File: config.mk
export PLATFORM = sky130hd
export DESIGN_NAME = rsw_reset_sleep_wake
export DESIGN_NICKNAME = d
export VERILOG_FILES = /design/src/hdl/rsw_pkg.sv /design/src/hdl/rsw_master_clear_pin_filter.sv /design/src/hdl/rsw_reset_sleep_wake.sv
export SDC_FILE = /design/constraint.sdc
export NUM_CORES = 1
export LEC_CHECK = 0
export BUFFER_PORTS_ARGS = -buffer_cell sky130_fd_sc_hd__buf_2
export CAP_MARGIN = 20
export CORE_MARGIN = 2
export CORE_UTILIZATION = 42
export CTS_CLUSTER_DIAMETER = 100
export DETAILED_ROUTE_END_ITERATION = 16
export GPL_TIMING_DRIVEN = 0
export PLACE_DENSITY = 0.74
export SETUP_SLACK_MARGIN = 0.4
export SKIP_LAST_GASP = 1
export SYNTH_ARGS = -nofsm -noshare
export SYNTH_HDL_FRONTEND = slang
export SYNTH_SLANG_ARGS = --single-unit
File: constraint.sdc
create_clock -name I_CLOCK -period 1.4 [get_ports I_CLOCK]
set_input_delay 0.21 -clock I_CLOCK [delete_from_list [all_inputs] [get_ports I_CLOCK]]
set_output_delay 0.21 -clock I_CLOCK [all_outputs]
set_load 0.02 [all_outputs]
File: src/hdl/rsw_pkg.sv
package rsw_pkg;

    // base timing; the noise filter is a least time, so it rounds up
    localparam int CLK_PERIOD_NS   = 8;
    localparam int MCLEAR_FILTER_NS  = 100;
    localparam int MCLEAR_FILTER_CYC = (MCLEAR_FILTER_NS + CLK_PERIOD_NS - 1) / CLK_PERIOD_NS;
    localparam int FILT_W          = 4;

    localparam int PC_W            = 13;
    localparam int IRQ_W           = 8;
    localparam logic [PC_W-1:0] IRQ_VECTOR_ADDR = 13'h0004;
    localparam logic [PC_W-1:0] PC_STEP         = 13'h0001;

    typedef struct packed {
        logic timeout_status_bit;
        logic powerdown_status_bit;
    } rsw_status_t;

    typedef struct packed {
        logic [IRQ_W-1:0] flags;
        logic [IRQ_W-1:0] enables;
    } rsw_irq_t;

    // status values written by the events that load a fixed status
    localparam rsw_status_t STAT_POR        = 2'b11;
    localparam rsw_status_t STAT_BROWN        = 2'b11;
    localparam rsw_status_t STAT_MCLEAR_SLEEP = 2'b10;
    localparam rsw_status_t STAT_WDOG_WAKE    = 2'b00;
    localparam rsw_status_t STAT_SLEEP        = 2'b10;
    localparam rsw_status_t STAT_WDOG_CLEAR   = 2'b11;

    typedef enum logic [5:0] {
        CAUSE_NONE       = 6'h00,
        CAUSE_POR        = 6'h01,
        CAUSE_BROWN        = 6'h02,
        CAUSE_MCLEAR_RUN   = 6'h04,
        CAUSE_MCLEAR_SLEEP = 6'h08,
        CAUSE_WDOG_RESET   = 6'h10,
        CAUSE_WDOG_WAKE    = 6'h20
    } rsw_cause_t;

    typedef enum logic [2:0] {
        ST_RUN   = 3'b001,
        ST_SLEEP = 3'b010,
        ST_WAKE  = 3'b100
    } rsw_state_t;

    function automatic logic rsw_irq_pending(input rsw_irq_t irq);
        rsw_irq_pending = |(irq.flags & irq.enables);
    endfunction

endpackage

File: src/hdl/rsw_master_clear_pin_filter.sv
`timescale 1ns/1ps
module rsw_clear_filter
    import rsw_pkg::*;
(
    input  wire logic i_clock,
    input  wire logic i_reset,
    input  wire logic i_pin_n,
    output logic      o_clear_active
);
    logic [FILT_W-1:0] cnt_reg;
    logic [FILT_W-1:0] cnt_next;
    logic              out_next;
    wire  logic        differs = (!i_pin_n) != o_clear_active;
    wire  logic        settled = cnt_reg == FILT_W'(MCLEAR_FILTER_CYC - 1);

    // a level must differ for the full filter time before the output follows
    assign cnt_next = (!differs || settled) ? '0 : cnt_reg + FILT_W'(1);
    assign out_next = (differs && settled) ? !i_pin_n : o_clear_active;

    always_ff @(posedge i_clock) begin
        if (i_reset) begin
            cnt_reg        <= '0;
            o_clear_active <= 1'b0;
        end else begin
            cnt_reg        <= cnt_next;
            o_clear_active <= out_next;
        end
    end
endmodule

File: src/hdl/rsw_reset_sleep_wake.sv
`timescale 1ns/1ps
module rsw_reset_sleep_wake
    import rsw_pkg::*;
(
    input  wire logic            I_CLOCK,
    input  wire logic            I_RESET,
    input  wire logic            I_BROWN_OUT,
    input  wire logic            I_MASTER_CLEAR_PIN_N,
    input  wire logic            I_WATCHDOG_TIMEOUT,
    input  wire logic            I_WATCHDOG_CLEAR_INSTR,
    input  wire logic            I_SLEEP_EXEC,
    input  wire logic [PC_W-1:0] I_PC,
    input  wire logic            I_INSTR_DONE,
    input  wire logic            I_GLOBAL_IRQ_ENABLE,
    input  wire rsw_irq_t        I_IRQ,
    input  wire logic            I_IMMUNE_LOADED,
    output logic                 O_CORE_RESET,
    output logic                 O_IMMUNE_UNDEFINED,
    output rsw_status_t          O_STATUS,
    output rsw_cause_t           O_CAUSE,
    output logic                 O_CAUSE_VALID,
    output logic                 O_WATCHDOG_CLEAR,
    output logic                 O_SLEEPING,
    output logic                 O_WAKE,
    output logic                 O_PREFETCH_REQ,
    output logic [PC_W-1:0]      O_PREFETCH_ADDR,
    output logic                 O_VECTOR_BRANCH,
    output logic [PC_W-1:0]      O_VECTOR_ADDR
);
    rsw_state_t  state_reg;
    rsw_state_t  state_next;
    rsw_status_t status_next;
    rsw_cause_t  cause_next;
    logic        pend_reg;
    logic        mclear_active;

    rsw_clear_filter u_clear_filter (
        .i_clock        (I_CLOCK),
        .i_reset        (I_RESET),
        .i_pin_n        (I_MASTER_CLEAR_PIN_N),
        .o_clear_active (mclear_active)
    );

    // priority: brown-out over master-clear over watchdog
    wire logic asleep      = state_reg == ST_SLEEP;
    wire logic irq_pend    = rsw_irq_pending(I_IRQ);
    wire logic brown_hit   = I_BROWN_OUT;
    wire logic mclear_hit  = !brown_hit && mclear_active;
    wire logic wdog_hit    = !brown_hit && !mclear_active && I_WATCHDOG_TIMEOUT;
    wire logic wdog_wake   = wdog_hit && asleep;
    wire logic wdog_reset  = wdog_hit && !asleep;
    wire logic any_reset   = brown_hit || mclear_hit || wdog_reset;
    // a held master-clear that began in sleep keeps its sleep cause
    wire logic mclear_slept = O_CAUSE == CAUSE_MCLEAR_SLEEP && O_CORE_RESET;
    wire logic sleep_take  = I_SLEEP_EXEC && state_reg == ST_RUN && !any_reset
                             && !wdog_hit;
    // pending means flagged in an earlier cycle, before the instruction ran
    wire logic sleep_nop   = sleep_take && pend_reg;
    wire logic sleep_enter = sleep_take && !pend_reg;
    // individual enables only; the global enable is not looked at here
    wire logic wake_irq    = asleep && irq_pend && !mclear_hit && !brown_hit
                             && !wdog_hit;
    wire logic vector_fire = state_reg == ST_WAKE && I_INSTR_DONE && !any_reset;
    // the watchdog wake is a resumption, so it never resets the core
    wire logic core_reset_next = any_reset;
    // watchdog reset has no path to the pin: this block only reads it
    wire logic pin_untouched = wdog_reset;
    wire logic cause_valid_next = brown_hit || mclear_hit || wdog_hit;
    wire logic wdog_clear_next = sleep_enter || (I_WATCHDOG_CLEAR_INSTR && !any_reset);
    wire logic immune_next = I_IMMUNE_LOADED ? 1'b0 : O_IMMUNE_UNDEFINED;
    wire logic [PC_W-1:0] prefetch_next = I_PC + PC_STEP;

    always_comb begin
        status_next = O_STATUS;
        cause_next  = O_CAUSE;
        if (brown_hit) begin
            status_next = STAT_BROWN;
            cause_next  = CAUSE_BROWN;
        end else if (mclear_hit) begin
            if (asleep || !mclear_slept) begin
                cause_next = asleep ? CAUSE_MCLEAR_SLEEP : CAUSE_MCLEAR_RUN;
            end
            if (asleep) begin
                status_next = STAT_MCLEAR_SLEEP;
            end
        end else if (wdog_hit) begin
            cause_next  = asleep ? CAUSE_WDOG_WAKE : CAUSE_WDOG_RESET;
            status_next = asleep ? STAT_WDOG_WAKE
                                 : rsw_status_t'({1'b0, O_STATUS.powerdown_status_bit});
        end else if (sleep_enter) begin
            status_next = STAT_SLEEP;
        end else if (I_WATCHDOG_CLEAR_INSTR) begin
            status_next = STAT_WDOG_CLEAR;
        end
    end

    always_comb begin
        state_next = state_reg;
        case (state_reg)
            ST_RUN: begin
                if (sleep_enter) begin
                    state_next = ST_SLEEP;
                end
            end
            ST_SLEEP: begin
                if (mclear_hit || brown_hit || wdog_hit) begin
                    state_next = ST_RUN;
                end else if (wake_irq) begin
                    state_next = I_GLOBAL_IRQ_ENABLE ? ST_WAKE : ST_RUN;
                end
            end
            ST_WAKE: begin
                if (any_reset || vector_fire) begin
                    state_next = ST_RUN;
                end
            end
            default: state_next = ST_RUN;
        endcase
    end

    always_ff @(posedge I_CLOCK) begin
        if (I_RESET) begin
            state_reg <= ST_RUN;
            pend_reg  <= 1'b0;
        end else begin
            state_reg <= state_next;
            pend_reg  <= irq_pend;
        end
    end

    // the synchronous reset input stands for the power-on event
    always_ff @(posedge I_CLOCK) begin
        if (I_RESET) begin
            O_CORE_RESET       <= 1'b1;
            O_IMMUNE_UNDEFINED <= 1'b1;
            O_STATUS           <= STAT_POR;
            O_CAUSE            <= CAUSE_POR;
            O_CAUSE_VALID      <= 1'b1;
            O_WATCHDOG_CLEAR   <= 1'b0;
            O_SLEEPING         <= 1'b0;
            O_WAKE             <= 1'b0;
        end else begin
            O_CORE_RESET       <= core_reset_next;
            O_IMMUNE_UNDEFINED <= immune_next;
            O_STATUS           <= status_next;
            O_CAUSE            <= cause_next;
            O_CAUSE_VALID      <= cause_valid_next;
            O_WATCHDOG_CLEAR   <= wdog_clear_next;
            O_SLEEPING         <= state_next == ST_SLEEP;
            O_WAKE             <= asleep && state_next != ST_SLEEP && !mclear_hit && !brown_hit;
        end
    end

    always_ff @(posedge I_CLOCK) begin
        if (I_RESET) begin
            O_PREFETCH_REQ  <= 1'b0;
            O_PREFETCH_ADDR <= '0;
            O_VECTOR_BRANCH <= 1'b0;
            O_VECTOR_ADDR   <= '0;
        end else begin
            O_PREFETCH_REQ  <= sleep_take;
            O_VECTOR_BRANCH <= vector_fire;
            if (sleep_take) begin
                O_PREFETCH_ADDR <= prefetch_next;
            end
            if (vector_fire) begin
                O_VECTOR_ADDR <= IRQ_VECTOR_ADDR;
            end
        end
    end
endmodule

==> results of run 1 <==
[per-stage QoR]
stage	utilization	hold slack [ns]	std cells	total power [mW]
3_3_place_gp	0.537	0.401	332	1.57
6_report	0.704	0.120	366	2.65
5_1_grt	0.704	0.118	366	2.76
3_5_place_dp	0.537	0.423	332	1.58
2_1_floorplan	-	0.306	214	1.44
4_1_cts	0.619	0.114	352	2.58
[path summary, 6_finish.rpt]
path,startpoint,end,depth (start not counted),slack (ns)
max,state_reg[2],state_reg[0],4,0.03
min,I_MASTER_CLEAR_PIN_N,u_clear_filter.o_clear_active,2,0.12
max reg2reg,state_reg[2],state_reg[0],4,0.03
min reg2reg,O_VECTOR_ADDR[2],O_VECTOR_ADDR[2],1,0.45
[cell families after synthesis]
logic type / synth area share
simple gates: 0.228
flops: 0.424
compound gates: 0.158
buf+inv: 0.0897
xor+xnor: 0.0666
fa+ha+maj: 0.0204
mux: 0.0109
other cells: 0.00204
[timing repair]
item	CTS	global route
resized for setup	56	76
hold buffers	0	0
endpoints found under the setup margin	54	60
cloned	1	1
pin swaps	17	16
setup buffers	11	13
[synthesized netlist by cell type, types with 4 or more instances]
cell / count / area [sq um]
a211oi_1: 6 / 45.0
xor2_1: 8 / 70.1
nand3_1: 5 / 25.0
nor2_1: 31 / 116
a21oi_1: 6 / 30.0
buf_4: 13 / 97.6
o21ai_0: 8 / 40.0
a211oi_2: 7 / 87.6
nand2_1: 11 / 41.3
xnor2_1: 6 / 52.6
a22oi_1: 4 / 30.0
inv_1: 9 / 33.8
dfxtp_1: 39 / 781
nor3_1: 5 / 25.0
[power breakdown]
part	total (mW)	internal (mW)	switching, mW
combinational	0.493	0.234	0.259
sequential	1.18	1.15	0.0290
clock	0.980	0.577	0.403
total	2.65	1.96	0.691
[routing by layer]
layer	part of all wire	wire length [um]	up-vias
met1	0.40	2020	844
met5	0	0	-
met2	0.54	2720	57
met3	0.049	247	10
met4	0.016	79	0
li1	-	-	901
[cell type report]
type	instances	area, sq um	share of cell area
buffer	19	155	0.0513
clock buffer	6	82.6	0.0273
clock inverter	2	35.0	0.0116
inverter	9	33.8	0.0112
multi-input combinational	147	1130	0.374
sequential	39	828	0.274
tap	52	65.1	0.0215
timing repair buffer	92	693	0.229
[worst max-delay path, cell delays in order (launching register included)]
cell	delay (ns)
dfxtp_4	0.36
buf_6	0.11
or3b_4	0.39
or3_4	0.38
nand3_2	0.08
==> flow_summary.ini, run 1 <==
[placed_design]
hpwlAfterDp_mm = 3.11
io_buffers = 66
place_area_sq_mm = 0.00231
gp_congestion = 0.731
pre_cts_slack_ns = -0.149

[timing]
tns_ns = 0
final_hold_viol_count = 0
fin_worst_skew_ns = 0.00782
setup_ws_ns = 0.0251
finalMaxSlewViolations = 0
rsz0062_at_grt = true
fin_crit_ns = 1.37
setup_viol = 0
fin_crit_sh = 0.982
fmax_mhz = 727

[global_route]
grt_pass1_wl_mm = 7.22
met2_usage = 0.333
grt_pass1_vias = 1608
grt_start_max_net_pins = 13
grt_util_met3 = 0.0592
busiest_layer = met2
antenna_found_initial = 0
gr-usage-met1 = 0.211
grt_use_total = 0.186
grt_overflow = 0

[detailed_routing]
antenna_left = 0
wl_per_cell_um = 13.8
via_per_inst = 4.95
num_vias = 1812
firstDrtPassIters = 4
dr.first_iter.drc_count = 86
totalWireLength_mm = 5.07
drc = 0

[layout]
largest_reg_flops = 13
diodes = 0
n_fill_cell = 329
final_cell_mix = buf_2 (44), buf_4 (37), dfxtp_2 (26), buf_6 (26), nor2_1 (22)
final_common_cell = buf_2
finalInstanceArea_sq_mm = 0.00302
drive_gt1_frac = 0.624
nNetsFinal = 355
syn2layout_area_growth_pct = 64.2

[die]
row_count = 24
start_util = 0.429
coreArea_sq_mm = 0.00429
die_y_um = 70.2
pin_count = 81
die-area_sq_mm = 0.00493
die_w_um = 70.2

[pwr]
power_density_mw_per_mm2 = 878
cellLeakagePower_nw = 1.30
peakVddDrop_uv = 631

[setup_path]
cp.required_ns = 1.63
path_max_fanout = 3
setup.worst_path.start_class = flop
arrival_ns = 1.61
worstSetupPathType = flop to flop
critPathCaptureType = flop

[synthesis]
avgSynthCellArea_sq_um = 9.07
synth_area_sq_mm = 0.00184
synth-seq-cells = 39
synthFlopType = dfxtp_1
synth-async-reset-ratio = 0
ys_seq_area_frac = 0.424
synth_enable_flop_cells = 0
synth_cells = 203
ys_types = 43
yosys_warnings = 0

[clocking]
cts_buffers = 5
clk_pin_slew_worst_paths_ns = 0.08
clock_path_buffers = 2
cts.sinks = 39
h-tree-depth = 2
clk_latency_ns = 0.29
cts_root_buf = clkbuf_8
cts_tree = yes

[hold_path]
hold_path.class = input pin to flop

[flow_run]
maxCapViolCount = 0

[status]
outcome = completed
No activity file was read; power rests on OpenSTA's default activity.
==> inputs of run 2 (changes only) <==
--- a/config.mk
+++ b/config.mk
@@ -12,6 +12,7 @@
 export CTS_CLUSTER_DIAMETER = 100
 export DETAILED_ROUTE_END_ITERATION = 16
 export GPL_TIMING_DRIVEN = 0
+export MAX_ROUTING_LAYER = met4
 export PLACE_DENSITY = 0.74
 export SETUP_SLACK_MARGIN = 0.4
 export SKIP_LAST_GASP = 1
==> flow_summary.ini, run 2 (same netlist as run 1, synthesis figures left out) <==
[setup_path]
path_max_fanout = 3
setup.worst_path.start_class = flop
cp.required_ns = 1.64
arrival_ns = 1.61
critPathCaptureType = flop
worstSetupPathType = flop to flop

[timing]
finalMaxSlewViolations = 0
fin_crit_ns = 1.38
fin_worst_skew_ns = 0.00754
fin_hold_ws_ns = 0.0978
fmax_mhz = 727
setup_viol = 0
fin_crit_sh = 0.983
rsz0062_at_grt = true
tns_ns = 0
final_hold_viol_count = 0

[die]
start_util = 0.429
pin_count = 81
die_w_um = 70.2
die-area_sq_mm = 0.00493
row_count = 24
die_y_um = 70.2
coreArea_sq_mm = 0.00429

[placed_design]
gp_congestion = 0.739
hpwlAfterDp_mm = 3.11
place_area_sq_mm = 0.00231
io_buffers = 66

[global_route]
grt_use_total = 0.191
grt_pass1_vias = 1604
grt_pass1_wl_mm = 7.24
grt_start_max_net_pins = 13
grt_overflow = 0
antenna_found_initial = 0

[clocking]
cts.sinks = 39
hold_buffers = 0
clk_pin_slew_worst_paths_ns = 0.08
h-tree-depth = 2
clock_path_buffers = 2
cts_tree = yes
cts_root_buf = clkbuf_8
clk_latency_ns = 0.29
cts_buffers = 5

[detailed_routing]
drc = 0
wl_per_cell_um = 13.9
antenna_left = 0
dr.first_iter.drc_count = 100
totalWireLength_mm = 5.06
firstDrtPassIters = 4
num_vias = 1834
via_per_inst = 5.02

[layout]
drive_gt1_frac = 0.623
largest_reg_flops = 13
n_fill_cell = 330
finalInstanceArea_sq_mm = 0.00301
final_util = 0.701
final_common_cell = buf_2
final_cell_mix = buf_2 (44), buf_4 (35), buf_6 (27), dfxtp_2 (26), nor2_1 (22)
syn2layout_area_growth_pct = 63.6
diodes = 0
nNetsFinal = 354

[hold_path]
hold_path.class = input pin to flop

[pwr]
power_density_mw_per_mm2 = 881
peakVddDrop_uv = 632
cellLeakagePower_nw = 1.30

[flow_run]
maxCapViolCount = 0

[status]
outcome = completed
[run 2: where the power goes]
group,internal (mW),switching (mW),total (mW)
sequential,1.15,0.0290,1.18
clock,0.577,0.408,0.985
combinational,0.232,0.257,0.489
total,1.96,0.694,2.65
[run 2: layout make-up]
type                            count  area, sq um  area share
Clock inverter                      2         35.0      0.0116
Timing Repair Buffer               91          689       0.229
Tap cell                           52         65.1      0.0216
Multi-Input combinational cell    147         1120       0.373
Inverter                            9         33.8      0.0112
Sequential cell                    39          828       0.275
Clock buffer                        6         82.6      0.0274
Buffer                             19          155      0.0515
[run 2: worst max-delay path, stage by stage, from the launching register on]
cell and delay (ns):
dfxtp_4 0.36, buf_6 0.11, or3b_4 0.39, a21oi_4 0.17, and3_4 0.21, a21o_1 0.07
[run 2: worst paths after layout]
path	end	depth (start not counted)	slack (ns)	from
setup / recovery	O_VECTOR_ADDR[2]	5	0.02	state_reg[2]
hold / removal	O_IMMUNE_UNDEFINED	2	0.1	I_IMMUNE_LOADED
setup reg to reg	O_VECTOR_ADDR[2]	5	0.02	state_reg[2]
hold reg to reg	O_VECTOR_ADDR[2]	1	0.45	O_VECTOR_ADDR[2]
[run 2: stage by stage]
step,total power [mW],worst slack (ns),std cells
2_1_floorplan,1.44,0.0513,214
3_3_place_gp,1.57,-0.140,332
3_5_place_dp,1.58,-0.149,332
4_1_cts,2.58,-0.0460,352
5_1_grt,2.76,-0.00861,365
6_report,2.65,0.0244,365
[run 2: routing by layer]
| metal | part of all wire | vias to the layer above | GRT usage |
|---|---|---|---|
| li1 | - | 903 | - |
| met1 | 0.40 | 857 | 0.212 |
| met2 | 0.53 | 61 | 0.333 |
| met3 | 0.054 | 13 | 0.0592 |
| met4 | 0.021 | 0 | 0.0513 |
| met5 | 0 | - | - |
[run 2: repair_timing]
action                                 4_1_cts  5_1_grt
setup buffers                               11       12
gates cloned                                 1        1
endpoints found under the hold margin        0        0
pin swaps                                   17       16
setup endpoints to repair                   54       61
gates resized for setup                     56       76
